--- src/tl_pkg.sv ---
/*
  tl_pkg: constants shared by the trinary code encoder and decoder.
  assumes a 100 MHz sys_clk and matching settings on both link ends.
*/
package tl_pkg;
    localparam int SYS_CLK_NS   = 10;
    // encoder clock period, plain default, same on both ends
    localparam int ENC_CLK_NS   = 10_000;
    localparam int ENC_CLK_CYC  = ENC_CLK_NS / SYS_CLK_NS;
    // bit slot and pulse widths in encoder clocks
    localparam int BIT_CLKS     = 8;
    localparam int SHORT_CLKS   = 1;
    localparam int LONG_CLKS    = 3;
    // one data period carries one trit as two bit slots
    localparam int PERIOD_CLKS  = 2 * BIT_CLKS;
    localparam int GAP_PERIODS  = 3;
    localparam int EOW_PERIODS  = 2;
    localparam int EOT_PERIODS  = 4;
    // short/long decision point, hundredths of an encoder clock
    localparam int THRESH_X100  = 172;
    // weak drive settling time before a pin is read
    localparam int SETTLE_NS    = 1_000;
    localparam int SETTLE_CYC   = (SETTLE_NS + SYS_CLK_NS - 1) / SYS_CLK_NS;
    localparam int WORD_TRITS   = 9;
    localparam int ADDR_TRITS   = 5;
    localparam int NIB_BITS     = 4;
    localparam int CNT_W        = 24;
    typedef logic [CNT_W-1:0] cnt_t;
    typedef logic [1:0]       trit_t;
    localparam trit_t TRIT_LOW  = 2'h0;
    localparam trit_t TRIT_HIGH = 2'h1;
    localparam trit_t TRIT_OPEN = 2'h2;
endpackage

--- src/trinary_remote_code_link.sv ---
/*
  trinary_remote_code_link: encoder end (instance) and decoder end of a
  one-wire trinary remote code link. ADDR_ONLY selects the nine-address
  decoder; otherwise five address trits and a four-bit data nibble.
  assumes serial_in, local_address and code pins are raw pins.
*/
// Behaviour
// - nine code inputs, each low high open
// - low transmit request starts sending
// - request held low repeats words continuously
// - short request pulse sends one pair
// - three idle data periods between words
// - trit pulses: low SS, high LL, open LS
// - classify pins by weak high/low forcing
// - request high at pair end: encoder idle, line quiet
// - sense pins in order, then shift out
// - first five trits compared with address
// - first match stores nibble, output unchanged
// - second word address must match again
// - second nibble compared with stored nibble
// - equal nibbles load and hold output latch
// - valid flag rises at latch, holds
// - four silent periods drop valid flag
// - open data trit decodes as one
// - address-only variant compares all nine trits
// - address-only needs two matching words
// - binary levels give 512 nine-position codes
// - short/long threshold 1.72 encoder clocks
// - two low data periods end word
// - transmit request active low, idles high
`timescale 1ns/10ps
`default_nettype none
module trinary_remote_code_link #(
    parameter bit ADDR_ONLY   = 1'b0,
    parameter int ENC_CLK_CYC = tl_pkg::ENC_CLK_CYC,
    parameter int SETTLE_CYC  = tl_pkg::SETTLE_CYC
) (
    // clock and reset
    input  wire logic        sys_clk,
    input  wire logic        resetn,
    // encoder request
    input  wire logic        transmit_request_n,
    // encoder code pins, position 1 in bit 0
    input  wire logic [4:0]  address_trit_inputs_in,
    output logic      [4:0]  address_trit_inputs_out,
    output logic      [4:0]  address_trit_inputs_oe_n,
    input  wire logic [3:0]  address_or_data_trit_inputs_in,
    output logic      [3:0]  address_or_data_trit_inputs_out,
    output logic      [3:0]  address_or_data_trit_inputs_oe_n,
    // encoder serial line
    output logic             serial_out,
    output logic             encoder_busy,
    // decoder serial line and local address, two bits per trit
    input  wire logic        serial_in,
    input  wire logic [17:0] local_address,
    // decoder results
    output logic      [3:0]  decoded_nibble_outputs,
    output logic             valid_word_flag
);
    localparam int AW = ADDR_ONLY ? tl_pkg::WORD_TRITS : tl_pkg::ADDR_TRITS;
    localparam int PCYC = tl_pkg::PERIOD_CLKS * ENC_CLK_CYC;
    localparam tl_pkg::cnt_t THRESH  =
        tl_pkg::cnt_t'((ENC_CLK_CYC * tl_pkg::THRESH_X100 + 50) / 100);
    localparam tl_pkg::cnt_t EOW_CYC = tl_pkg::cnt_t'(tl_pkg::EOW_PERIODS * PCYC);
    localparam tl_pkg::cnt_t EOT_CYC = tl_pkg::cnt_t'(tl_pkg::EOT_PERIODS * PCYC);
    localparam logic [3:0]   NTRITS  = 4'(tl_pkg::WORD_TRITS);

    logic [8:0] enc_out, enc_oe_n;

    // encoder end
    trit_encoder #(
        .ENC_CLK_CYC (ENC_CLK_CYC),
        .SETTLE_CYC  (SETTLE_CYC)
    ) u_enc (
        .sys_clk            (sys_clk),
        .resetn             (resetn),
        .transmit_request_n (transmit_request_n),
        .code_pin_in        ({address_or_data_trit_inputs_in, address_trit_inputs_in}),
        .code_pin_out       (enc_out),
        .code_pin_oe_n      (enc_oe_n),
        .serial_out         (serial_out),
        .busy               (encoder_busy)
    );

    assign address_trit_inputs_out          = enc_out[4:0];
    assign address_trit_inputs_oe_n         = enc_oe_n[4:0];
    assign address_or_data_trit_inputs_out  = enc_out[8:5];
    assign address_or_data_trit_inputs_oe_n = enc_oe_n[8:5];

    // decoder input synchronisers
    logic [2:0]  din_s_reg, din_s_next;
    logic        din_reg, din_next;
    logic [17:0] la_s1_reg, la_s2_reg, la_s3_reg, la_reg, la_next;

    always_comb begin
        din_s_next = {din_s_reg[1:0], serial_in};
        din_next   = (din_s_reg[1] == din_s_reg[2]) ? din_s_reg[2] : din_reg;
        la_next    = (la_s2_reg & la_s3_reg) | (la_reg & (la_s2_reg ^ la_s3_reg));
    end

    always_ff @(posedge sys_clk) begin
        if (!resetn) begin
            din_s_reg <= 3'h0;
            din_reg   <= 1'h0;
            la_s1_reg <= 18'h0_0000;
            la_s2_reg <= 18'h0_0000;
            la_s3_reg <= 18'h0_0000;
            la_reg    <= 18'h0_0000;
        end else begin
            din_s_reg <= din_s_next;
            din_reg   <= din_next;
            la_s1_reg <= local_address;
            la_s2_reg <= la_s1_reg;
            la_s3_reg <= la_s2_reg;
            la_reg    <= la_next;
        end
    end

    // decoder state
    tl_pkg::cnt_t        hi_cnt_reg, hi_cnt_next;
    tl_pkg::cnt_t        lo_cnt_reg, lo_cnt_next;
    logic                half_reg, half_next;
    logic                first_reg, first_next;
    logic [3:0]          tcnt_reg, tcnt_next;
    logic                err_reg, err_next;
    tl_pkg::trit_t [8:0] trits_reg, trits_next;
    logic                have_reg, have_next;
    logic [3:0]          stored_reg, stored_next;
    logic [3:0]          nib_next;
    logic                valid_next;

    // per-position address compare and data bit extraction
    logic [8:0] pos_match;
    logic [3:0] word_nib;
    logic       addr_match;

    for (genvar i = 0; i < tl_pkg::WORD_TRITS; i++) begin : g_pos
        if (i < AW) begin : g_addr
            assign pos_match[i] = (trits_reg[i] == la_reg[2*i +: 2]);
        end else begin : g_data
            assign pos_match[i] = 1'b1;
        end
    end

    for (genvar j = 0; j < tl_pkg::NIB_BITS; j++) begin : g_nib
        // open and high both read as one
        assign word_nib[j] = (trits_reg[tl_pkg::ADDR_TRITS + j] != tl_pkg::TRIT_LOW);
    end

    assign addr_match = &pos_match;

    logic          bit_long;
    tl_pkg::trit_t rx_trit;
    logic          rx_bad;
    logic          word_ok;
    logic          started;

    always_comb begin
        hi_cnt_next = hi_cnt_reg;
        lo_cnt_next = lo_cnt_reg;
        half_next   = half_reg;
        first_next  = first_reg;
        tcnt_next   = tcnt_reg;
        err_next    = err_reg;
        trits_next  = trits_reg;
        have_next   = have_reg;
        stored_next = stored_reg;
        nib_next    = decoded_nibble_outputs;
        valid_next  = valid_word_flag;
        bit_long    = (hi_cnt_reg >= THRESH);
        rx_trit     = tl_pkg::TRIT_LOW;
        rx_bad      = 1'b0;
        unique case ({first_reg, bit_long})
            2'h0: rx_trit = tl_pkg::TRIT_LOW;
            2'h3: rx_trit = tl_pkg::TRIT_HIGH;
            2'h2: rx_trit = tl_pkg::TRIT_OPEN;
            2'h1: rx_bad  = 1'b1;
        endcase
        started = (tcnt_reg != 4'h0) || half_reg || err_reg;
        word_ok = !err_reg && !half_reg && (tcnt_reg == NTRITS) && addr_match;
        if (din_reg) begin
            if (hi_cnt_reg != '1)
                hi_cnt_next = hi_cnt_reg + 1'b1;
            lo_cnt_next = '0;
            if (!din_next) begin
                // falling edge closes one bit slot
                if (!half_reg) begin
                    first_next = bit_long;
                    half_next  = 1'b1;
                end else begin
                    half_next = 1'b0;
                    if (rx_bad || tcnt_reg == NTRITS) begin
                        err_next = 1'b1;
                    end else begin
                        trits_next[tcnt_reg] = rx_trit;
                        tcnt_next            = tcnt_reg + 4'h1;
                    end
                end
            end
        end else begin
            hi_cnt_next = '0;
            if (lo_cnt_reg != EOT_CYC)
                lo_cnt_next = lo_cnt_reg + 1'b1;
            if (lo_cnt_reg == EOW_CYC - 1'b1 && started) begin
                tcnt_next = 4'h0;
                half_next = 1'b0;
                err_next  = 1'b0;
                if (!word_ok) begin
                    // a bad or partial word, such as one cut at power-up
                    have_next  = 1'b0;
                    valid_next = 1'b0;
                end else if (!have_reg) begin
                    have_next   = 1'b1;
                    stored_next = word_nib;
                end else if (ADDR_ONLY || word_nib == stored_reg) begin
                    have_next  = 1'b0;
                    valid_next = 1'b1;
                    if (!ADDR_ONLY)
                        nib_next = word_nib;
                end else begin
                    have_next  = 1'b0;
                    valid_next = 1'b0;
                end
            end
            if (lo_cnt_reg == EOT_CYC - 1'b1) begin
                valid_next = 1'b0;
                have_next  = 1'b0;
            end
        end
    end

    always_ff @(posedge sys_clk) begin
        if (!resetn) begin
            hi_cnt_reg             <= '0;
            lo_cnt_reg             <= '0;
            half_reg               <= 1'h0;
            first_reg              <= 1'h0;
            tcnt_reg               <= 4'h0;
            err_reg                <= 1'h0;
            trits_reg              <= '0;
            have_reg               <= 1'h0;
            stored_reg             <= 4'h0;
            decoded_nibble_outputs <= 4'h0;
            valid_word_flag        <= 1'h0;
        end else begin
            hi_cnt_reg             <= hi_cnt_next;
            lo_cnt_reg             <= lo_cnt_next;
            half_reg               <= half_next;
            first_reg              <= first_next;
            tcnt_reg               <= tcnt_next;
            err_reg                <= err_next;
            trits_reg              <= trits_next;
            have_reg               <= have_next;
            stored_reg             <= stored_next;
            decoded_nibble_outputs <= nib_next;
            valid_word_flag        <= valid_next;
        end
    end
endmodule // trinary_remote_code_link
`default_nettype wire

--- src/trit_encoder.sv ---
/*
  trit_encoder: senses nine three-state pins and sends each word twice
  as pulse-width coded trits on one serial line.
  assumes raw pins on code_pin_in and transmit_request_n.
*/
`timescale 1ns/10ps
`default_nettype none
module trit_encoder #(
    parameter int ENC_CLK_CYC = tl_pkg::ENC_CLK_CYC,
    parameter int SETTLE_CYC  = tl_pkg::SETTLE_CYC
) (
    // clock and reset
    input  wire logic       sys_clk,
    input  wire logic       resetn,
    // request and code pins
    input  wire logic       transmit_request_n,
    input  wire logic [8:0] code_pin_in,
    output logic      [8:0] code_pin_out,
    output logic      [8:0] code_pin_oe_n,
    // serial line
    output logic            serial_out,
    output logic            busy
);
    localparam tl_pkg::cnt_t BIT_CYC   = tl_pkg::cnt_t'(tl_pkg::BIT_CLKS * ENC_CLK_CYC);
    localparam tl_pkg::cnt_t SHORT_CYC = tl_pkg::cnt_t'(tl_pkg::SHORT_CLKS * ENC_CLK_CYC);
    localparam tl_pkg::cnt_t LONG_CYC  = tl_pkg::cnt_t'(tl_pkg::LONG_CLKS * ENC_CLK_CYC);
    localparam tl_pkg::cnt_t GAP_CYC   =
        tl_pkg::cnt_t'(tl_pkg::GAP_PERIODS * tl_pkg::PERIOD_CLKS * ENC_CLK_CYC);
    // probe flop and pin sync add four cycles
    localparam tl_pkg::cnt_t SETTLE    = tl_pkg::cnt_t'(SETTLE_CYC + 4);
    localparam logic [3:0]   LAST_POS  = 4'(tl_pkg::WORD_TRITS - 1);

    typedef enum logic [2:0] {E_IDLE, E_SENSE_HI, E_SENSE_LO, E_SEND, E_GAP} enc_state_t;

    logic [2:0] req_s_reg, req_s_next;
    logic       req_reg, req_next;
    logic [8:0] pin_s1_reg, pin_s2_reg, pin_s3_reg, pin_reg, pin_next;

    enc_state_t           state_reg, state_next;
    tl_pkg::cnt_t         cnt_reg, cnt_next;
    logic [3:0]           pos_reg, pos_next;
    logic                 half_reg, half_next;
    logic                 word_reg, word_next;
    logic                 hi_seen_reg, hi_seen_next;
    tl_pkg::trit_t [8:0]  trits_reg, trits_next;
    logic [8:0]           out_next, oe_n_next;
    logic                 ser_next, busy_next, long_bit;
    tl_pkg::trit_t        cur;

    // pin synchronisers: a change counts once stages two and three agree
    always_comb begin
        req_s_next = {req_s_reg[1:0], transmit_request_n};
        req_next   = (req_s_reg[1] == req_s_reg[2]) ? req_s_reg[2] : req_reg;
        pin_next   = (pin_s2_reg & pin_s3_reg) | (pin_reg & (pin_s2_reg ^ pin_s3_reg));
    end

    always_ff @(posedge sys_clk) begin
        if (!resetn) begin
            req_s_reg  <= 3'h7;
            req_reg    <= 1'h1;
            pin_s1_reg <= 9'h000;
            pin_s2_reg <= 9'h000;
            pin_s3_reg <= 9'h000;
            pin_reg    <= 9'h000;
        end else begin
            req_s_reg  <= req_s_next;
            req_reg    <= req_next;
            pin_s1_reg <= code_pin_in;
            pin_s2_reg <= pin_s1_reg;
            pin_s3_reg <= pin_s2_reg;
            pin_reg    <= pin_next;
        end
    end

    always_comb begin
        state_next   = state_reg;
        cnt_next     = cnt_reg;
        pos_next     = pos_reg;
        half_next    = half_reg;
        word_next    = word_reg;
        hi_seen_next = hi_seen_reg;
        trits_next   = trits_reg;
        unique case (state_reg)
            E_IDLE: begin
                if (!req_reg) begin
                    state_next = E_SENSE_HI;
                    cnt_next   = '0;
                    pos_next   = 4'h0;
                    word_next  = 1'h0;
                end
            end
            E_SENSE_HI: begin
                cnt_next = cnt_reg + 1'b1;
                if (cnt_reg == SETTLE) begin
                    hi_seen_next = pin_reg[pos_reg];
                    cnt_next     = '0;
                    state_next   = E_SENSE_LO;
                end
            end
            E_SENSE_LO: begin
                cnt_next = cnt_reg + 1'b1;
                if (cnt_reg == SETTLE) begin
                    // both forceable: open; stays high: tied high; else tied low
                    if (hi_seen_reg && !pin_reg[pos_reg])
                        trits_next[pos_reg] = tl_pkg::TRIT_OPEN;
                    else if (pin_reg[pos_reg])
                        trits_next[pos_reg] = tl_pkg::TRIT_HIGH;
                    else
                        trits_next[pos_reg] = tl_pkg::TRIT_LOW;
                    cnt_next = '0;
                    if (pos_reg == LAST_POS) begin
                        pos_next   = 4'h0;
                        half_next  = 1'h0;
                        state_next = E_SEND;
                    end else begin
                        pos_next   = pos_reg + 4'h1;
                        state_next = E_SENSE_HI;
                    end
                end
            end
            E_SEND: begin
                cnt_next = cnt_reg + 1'b1;
                if (cnt_reg == BIT_CYC - 1'b1) begin
                    cnt_next  = '0;
                    half_next = ~half_reg;
                    if (half_reg && pos_reg == LAST_POS) begin
                        pos_next = 4'h0;
                        if (!word_reg) begin
                            state_next = E_GAP;
                            word_next  = 1'h1;
                        end else if (!req_reg) begin
                            state_next = E_GAP;
                            word_next  = 1'h0;
                        end else begin
                            state_next = E_IDLE;
                        end
                    end else if (half_reg) begin
                        pos_next = pos_reg + 4'h1;
                    end
                end
            end
            E_GAP: begin
                cnt_next = cnt_reg + 1'b1;
                if (cnt_reg == GAP_CYC - 1'b1) begin
                    cnt_next   = '0;
                    half_next  = 1'h0;
                    state_next = word_reg ? E_SEND : E_SENSE_HI;
                end
            end
        endcase
        // probe only the selected pin, weakly
        oe_n_next = 9'h1ff;
        out_next  = 9'h000;
        if (state_next == E_SENSE_HI || state_next == E_SENSE_LO) begin
            oe_n_next[pos_next] = 1'h0;
            out_next[pos_next]  = (state_next == E_SENSE_HI);
        end
        cur       = trits_next[pos_next];
        long_bit  = half_next ? (cur == tl_pkg::TRIT_HIGH) : (cur != tl_pkg::TRIT_LOW);
        ser_next  = (state_next == E_SEND) && (cnt_next < (long_bit ? LONG_CYC : SHORT_CYC));
        busy_next = (state_next != E_IDLE);
    end

    always_ff @(posedge sys_clk) begin
        if (!resetn) begin
            state_reg     <= E_IDLE;
            cnt_reg       <= '0;
            pos_reg       <= 4'h0;
            half_reg      <= 1'h0;
            word_reg      <= 1'h0;
            hi_seen_reg   <= 1'h0;
            trits_reg     <= '0;
            code_pin_out  <= 9'h000;
            code_pin_oe_n <= 9'h1ff;
            serial_out    <= 1'h0;
            busy          <= 1'h0;
        end else begin
            state_reg     <= state_next;
            cnt_reg       <= cnt_next;
            pos_reg       <= pos_next;
            half_reg      <= half_next;
            word_reg      <= word_next;
            hi_seen_reg   <= hi_seen_next;
            trits_reg     <= trits_next;
            code_pin_out  <= out_next;
            code_pin_oe_n <= oe_n_next;
            serial_out    <= ser_next;
            busy          <= busy_next;
        end
    end
endmodule // trit_encoder
`default_nettype wire

--- config.mk ---
export PLATFORM = sky130hd
export DESIGN_NAME = trinary_remote_code_link
export DESIGN_NICKNAME = d
export VERILOG_FILES = /design/src/tl_pkg.sv /design/src/trinary_remote_code_link.sv /design/src/trit_encoder.sv
export SDC_FILE = /design/constraint.sdc
export NUM_CORES = 1
export LEC_CHECK = 0
export ABC_AREA = 1
export BUFFER_PORTS_ARGS = -buffer_cell sky130_fd_sc_hd__buf_2
export CAP_MARGIN = 10
export CORE_MARGIN = 2
export CORE_UTILIZATION = 64
export CTS_BUF_LIST = sky130_fd_sc_hd__clkbuf_4
export DETAILED_ROUTE_END_ITERATION = 10
export GPL_ROUTABILITY_DRIVEN = 0
export PLACE_DENSITY = 0.83
export SYNTH_ARGS = -nofsm -noshare
export SYNTH_HDL_FRONTEND = slang
export SYNTH_SLANG_ARGS = --single-unit
--- constraint.sdc ---
create_clock -name sys_clk -period 4.6 [get_ports sys_clk]
set_clock_uncertainty 0.15 [all_clocks]
set_input_delay 0.46 -clock sys_clk [delete_from_list [all_inputs] [get_ports sys_clk]]
set_output_delay 0.46 -clock sys_clk [all_outputs]
set_load 0.01 [all_outputs]
==> metrics.txt, run 1 <==
1st-pass router iterations 5; reg2reg start u_enc.cnt_reg[1]; multi-input gate area in the final layout 5680 µm²; first-pass GRT wire length 44.5 mm; Initial DRC Count approximately 790; Vias between 10000 and 15000; required time worst endpoint 5080 ps; post-DP HPWL 18.1 mm; status complete, no violations; Syn Area/Cell 7.03 µm²; row cnt just under 50; final core area utilization 0.727; fillcell total around 1400; Pwr Density 304 nW/µm²; share of post-route cells with drive strength above 1 0.131; area delta synth->final 11.3%; Net Count, Synth 1740; IO Count 56; kind of critical path register to register; ys flop type dfxtp_1; height of the die 140 µm; Crit. End Element register; post-route setup TNS 0 ps; Remaining DRCs 0; Critical Path Start Type register; unique cell type count in the Yosys netlist 52; Die ar. 19500 µm²; Non-Filler Instances 2043; Min-Delay Path Class register to register; r2r setup slk around 670 ps; Max Slew Vio Count 0; HP Start la_s1_reg[1]; CP arrival 4410 ps; H-tree depth 2; Chip Width roughly 140 µm; CTS Buf Count 59; CTS Hold Buffers Added 22; synth top area cells dfxtp_1 41%, nand2_1 11%, inv_1 8.7%, nor2_1 6.8%, nand3_1 4.6%; Synth warnings 0; sequential area share after synthesis 0.407; initial antenna violation count 2; register area 4780 µm²; antenna-violating nets left 0; share of the synthesized area in the top cell type 0.407; CTS tree built; latest clock arrival within the worst-skew pair a little over 700 ps; DR vias/cell 5.26; Core Region 18000 µm²; routed length per instance 12.9 µm; RSZ-0062 raised after global routing false; Max Buffers Root-to-Sink 3; nets about 1800; Post-synth EDFFs 0; final hold violation count 0; most frequent cells in the layout 350 x nand2_1, 272 x inv_1, 239 x dfxtp_1, 212 x nor2_1, 109 x nand3_1; VDD IR-drop max 0.000239 V; total grt overflow 0; maxcap violations 0; Post-synth ARST share 0; Max-slew headroom 0.374; postcts setup bufs 0; Pleak 0.00646 µW; placed cell count 1914; Post-Syn Instances 1673; Setup Viol. Count Final 0; fmax between 0.2 and 0.3 GHz; Post-Syn Area 11800 µm²; CTS resizes 0; clock-pin slew on the worst setup and hold paths approximately 70 ps; worst-margin pin slew roughly 940 ps; Total Routed Length 26.3 mm; Tot GR Track Use 0.269; largest net degree at the start of global routing between 90 and 100; fin crit share 0.854; synthesized flop and latch total 239; crit-path max FO 15; commonest non-fill, non-tap cell in the layout nand2_1; Port-buffer cells 47; Initial Utilization 0.653; Worst setup startpoint u_enc.cnt_reg[1]; minimum clock period 3930 ps; vias in the first global route 10100; area leader, netlist dfxtp_1; Root Buffer clkbuf_4; Clock Sinks 239
layer usage:
metal / vias to the layer above / wire (µm) / GRT usage
met3: 74 / 1810 / 0.0537
met2: 368 / 12500 / 0.459
met5: - / 0 / 0
met4: 0 / 686 / 0.112
li1: 5546 / - / -
met1: 4764 / 11300 / 0.332
per-stage QoR:
step / setup WS [ps] / total power (µW) / area [µm²] / hold slack (ps)
after CTS: 741 / 4030 / 13100 / 255
after floorplan: 1420 / 2250 / 11800 / 240
after global routing: 324 / 4160 / 13100 / 274
after detailed placement: 790 / 2290 / 12100 / 245
final: 672 / 3980 / 13100 / 260
after global placement: 833 / 2290 / 12100 / 242
cells by family (layout without fill, tap and decap cells):
| family | after synthesis | after routing | share of synthesized area |
|---|---|---|---|
| adders and majority gates | 36 | 36 | 0.0383 |
| xor gates and xnor gates | 26 | 26 | 0.0194 |
| buffers and inverters | 333 | 473 | 0.110 |
| other | 0 | 1 | 0 |
| AOI/OAI and AO/OA | 203 | 203 | 0.0943 |
| and+or+nand+nor | 836 | 836 | 0.331 |
| DFF | 239 | 239 | 0.407 |
final cells by class:
type	instances	area share
timing repair buffer	73	0.0373
antenna	1	0.000191
tap	229	0.0219
clock buffer	88	0.0504
multi-input combinational	1101	0.434
sequential	239	0.365
inverter	294	0.0844
clock inverter	18	0.00659
path summary, 6_finish.rpt:
kind / end / cells after the start
min reg2reg: la_s2_reg[1] / 2
min: la_s2_reg[1] / 2
max reg2reg: u_enc.serial_out / 23
max: u_enc.serial_out / 23
cell usage after synthesis (all sizes together), types with 13 or more instances:
| cell | n |
|---|---|
| nand2 | 360 |
| buf | 18 |
| ha | 36 |
| o21ai | 87 |
| nand3 | 125 |
| dfxtp | 239 |
| nor3 | 33 |
| or2 | 13 |
| clkbuf | 21 |
| nor2 | 233 |
| nand4 | 54 |
| a21oi | 86 |
| xor2 | 14 |
| inv | 291 |
power breakdown:
part           switching [µW]  total [µW]  internal [µW]  leakage (µW)
combinational            95.8         148           52.2       0.00408
sequential               14.9        2110           2100       0.00194
clock                     841        1720            880      0.000444
total                     951        3980           3030       0.00646
critical path: stages (launching register included):
cell	delay, ps
dfxtp_1	370
ha_1	240
nand3_1	210
nor2_1	200
nand3_2	330
nand2_1	180
nand3_2	130
nand3_4	230
nand2_1	90
nand2_1	80
nand2_1	60
nand2_1	100
nand2_1	80
nand2_1	60
nor2_1	40
nand2_1	60
nand2_1	110
ha_1	210
or2_2	290
nor2_1	110
nand3_1	90
nor2_1	170
nand4_1	140
nor3_2	130
Note: power is estimated with default switching activity, not from simulation.
==> inputs of run 2 (changes only) <==
--- a/config.mk
+++ b/config.mk
@@ -9,11 +9,12 @@
 export BUFFER_PORTS_ARGS = -buffer_cell sky130_fd_sc_hd__buf_2
 export CAP_MARGIN = 10
 export CORE_MARGIN = 2
-export CORE_UTILIZATION = 64
+export CORE_UTILIZATION = 58
 export CTS_BUF_LIST = sky130_fd_sc_hd__clkbuf_4
 export DETAILED_ROUTE_END_ITERATION = 10
 export GPL_ROUTABILITY_DRIVEN = 0
-export PLACE_DENSITY = 0.83
+export PLACE_DENSITY = 0.79
+export REMOVE_ABC_BUFFERS = 1
 export SYNTH_ARGS = -nofsm -noshare
 export SYNTH_HDL_FRONTEND = slang
 export SYNTH_SLANG_ARGS = --single-unit
==> constraint.sdc (replaced) <==
create_clock -name sys_clk -period 3.3 [get_ports sys_clk]
set_clock_uncertainty 0.15 [all_clocks]
set_input_delay 0.33 -clock sys_clk [delete_from_list [all_inputs] [get_ports sys_clk]]
set_output_delay 0.33 -clock sys_clk [all_outputs]
set_load 0.01 [all_outputs]
==> metrics.txt, run 2 (same netlist as run 1, synthesis figures left out) <==
Setup Viol. Count Final 1 (was 0); area delta synth->final 20.6% (was 11.3%); maxcap violations 0 (unchanged); Core Region 20100 µm² (was 18000 µm²); RSZ-0062 raised after global routing true (was false); kind of critical path register to register (unchanged); Pwr Density 397 nW/µm² (was 304 nW/µm²); sequential share of power 0.523 (was 0.531); Chip Width 146 µm (was 140 µm); IO Count 56 (unchanged); Max-slew headroom 0.480 (was 0.374); CP peak stage delay 360 ps (was 370 ps); reg2reg start u_enc.cnt_reg[1] (unchanged); minimum clock period 3410 ps (was 3930 ps); antenna-violating nets left 0 (unchanged); Vias 11300 (was 10800); Net Switching 1410 µW (was 951 µW); r2r setup slk -110 ps (was 670 ps); sw frac 0.250 (was 0.239); worst-margin pin slew 781 ps (was 940 ps); failing checks DRC, setup timing; Total Routed Length 28.6 mm (was 26.3 mm); fmax 0.293 GHz (was 0.255 GHz); CTS tree built (unchanged); RR Endpoint u_enc.serial_out (unchanged); required time worst endpoint 3760 ps (was 5080 ps); Tot GR Track Use 0.261 (was 0.269); cell mode on critical path nand2_1 (unchanged); Clock Sinks 239 (unchanged); internal power 4220 µW (was 3030 µW); Die ar. 21400 µm² (was 19500 µm²); Setup WS post-layout -109 ps (was 672 ps); routed length per instance 13.1 µm (was 12.9 µm); Pleak 0.00702 µW (was 0.00646 µW); Max Buffers Root-to-Sink 3 (unchanged); commonest non-fill, non-tap cell in the layout nand2_1 (unchanged); Remaining DRCs 2 (was 0); CTS Buf Count 61 (was 59); nets 1934 (was 1835); 1st-pass router iterations 9 (was 5); VDD IR-drop max 0.000420 V (was 0.000239 V); status finished with violations (was complete, no violations); Tot Pwr 5630 µW (was 3980 µW); crit-path max FO 8 (was 15); Port-buffer cells 47 (unchanged); first-pass GRT wire length 47.5 mm (was 44.5 mm); Critical Path Start Type register (unchanged); height of the die 146 µm (was 140 µm); crit path buf inv count 2 (was 0); Hold Crit Depth 4 (was 2); latest clock arrival within the worst-skew pair 720 ps (was 710 ps); row cnt 52 (was 49); power share of the combinational group 0.040 (was 0.037); largest net degree at the start of global routing 84 (was 94); CP arrival 3870 ps (was 4410 ps); Clock Power Share 0.437 (was 0.432); vias in the first global route 10800 (was 10100); most frequent cells in the layout 333 x nand2_1, 269 x inv_1, 230 x dfxtp_1, 202 x nor2_1, 104 x nand3_1 (was 350 x nand2_1, 272 x inv_1, 239 x dfxtp_1, 212 x nor2_1, 109 x nand3_1); final core area utilization 0.706 (was 0.727); HP Start serial_in (was la_s1_reg[1]); Initial DRC Count 935 (was 788); hold endpoint din_s_reg[0] (was la_s2_reg[1]); share of post-route cells with drive strength above 1 0.204 (was 0.131); Crit. End Element register (unchanged); total grt overflow 0 (unchanged); initial antenna violation count 1 (was 2); DR vias/cell 5.16 (was 5.26); Initial Utilization 0.585 (was 0.653); post-DP HPWL 19.4 mm (was 18.1 mm); final hold violation count 0 (unchanged); Worst Reg-to-Reg Cells 25 (was 23); H-tree depth 2 (unchanged); critical-path cell with the highest stage delay dfxtp_4 (was dfxtp_1); fin crit share 1.03 (was 0.854); Min-Delay Path Class input pin to register (was register to register); Crit path max-delay family simple AND/OR/NAND/NOR gates (unchanged); Max Slew Vio Count 0 (unchanged); clock-pin slew on the worst setup and hold paths 70 ps (about the same); Root Buffer clkbuf_4 (unchanged)
==> run 2: cell types whose count changed in the layout (fill, tap and decap cells not counted), moves of 5 or more <==
cell and change:
clkinv_2 +5, nand2_2 +13, clkinv_1 +8, dfxtp_2 +7, dfxtp_1 -9, o21ai_2 +5
nor2_1 -10, nand2_1 -17, nand3_1 -5, nor2_2 +8, buf_4 +93
==> run 2: worst max-delay path by stage <==
stage	start	endpoint	slack [ps]	cells past startpoint
2_1_floorplan	u_enc.pos_reg[0]	u_enc.serial_out	120	25
3_3_place_gp	u_enc.cnt_reg[0]	u_enc.serial_out	-80	25
3_5_place_dp	u_enc.cnt_reg[0]	u_enc.serial_out	-150	25
4_1_cts	u_enc.cnt_reg[23]	u_enc.serial_out	-100	22
5_1_grt	u_enc.cnt_reg[2]	u_enc.serial_out	-310	22
6_report	u_enc.cnt_reg[1]	u_enc.serial_out	-110	25
==> run 2: repair_timing <==
action | 4_1_cts | 5_1_grt
hold buffers | 22 | 0
gates cloned | 0 | 1
hold endpoints to repair | 36 | 0
setup endpoints to repair | 1 | 1
setup buffers | 0 | 7
pin swaps | 3 | 29
resized for setup | 14 | 63
==> run 2: layout make-up <==
class / instances / area (µm²)
diodes: 2 / 5.00
clock buffers: 86 / 646
clock inverters: 30 / 130
fillers: 1597 / 5910
inverters: 294 / 1110
multi-input cells: 1101 / 5910
flip-flops and latches: 239 / 4800
well taps: 270 / 338
repair buffers: 170 / 1250
==> run 2: metrics by stage <==
step | setup TNS, ps | cell area [µm²] | setup slack (ps) | hold WS (ps) | instances
6_report | -109 | 14200 | -109 | 190 | 2192
5_1_grt | -310 | 14200 | -310 | 154 | 2192
4_1_cts | -102 | 13900 | -102 | 144 | 2182
3_5_place_dp | -145 | 12900 | -145 | 250 | 2044
3_3_place_gp | -77.5 | 12900 | -77.5 | 242 | 2044
2_1_floorplan | 0 | 11600 | 119 | 240 | 1634
==> run 2: power groups by stage <==
stage	Combinational (µW)	Sequential, µW	Clock, µW
floorplan	104	3010	0
global placement	191	3010	0
detailed placement	194	3010	0
CTS	217	2940	2510
global route	248	2950	2690
finish	223	2950	2460
==> run 2: layer usage <==
| metal | up-vias | wire (µm) | global-route usage | part of all wire |
|---|---|---|---|---|
| met2 | 394 | 13700 | 0.455 | 0.48 |
| met4 | 0 | 852 | 0.104 | 0.030 |
| met5 | - | 0 | 0 | 0 |
| met3 | 97 | 1830 | 0.0538 | 0.064 |
| li1 | 5741 | - | - | - |
| met1 | 5072 | 12200 | 0.317 | 0.43 |
==> run 2: worst reg2reg max path, delay by kind of cell, from the launching register on <==
family,cells,cell delay (ps)
flops,1,360
simple gates,20,2110
fa+ha+maj,2,310
buf+inv,2,250
compound gates,1,150
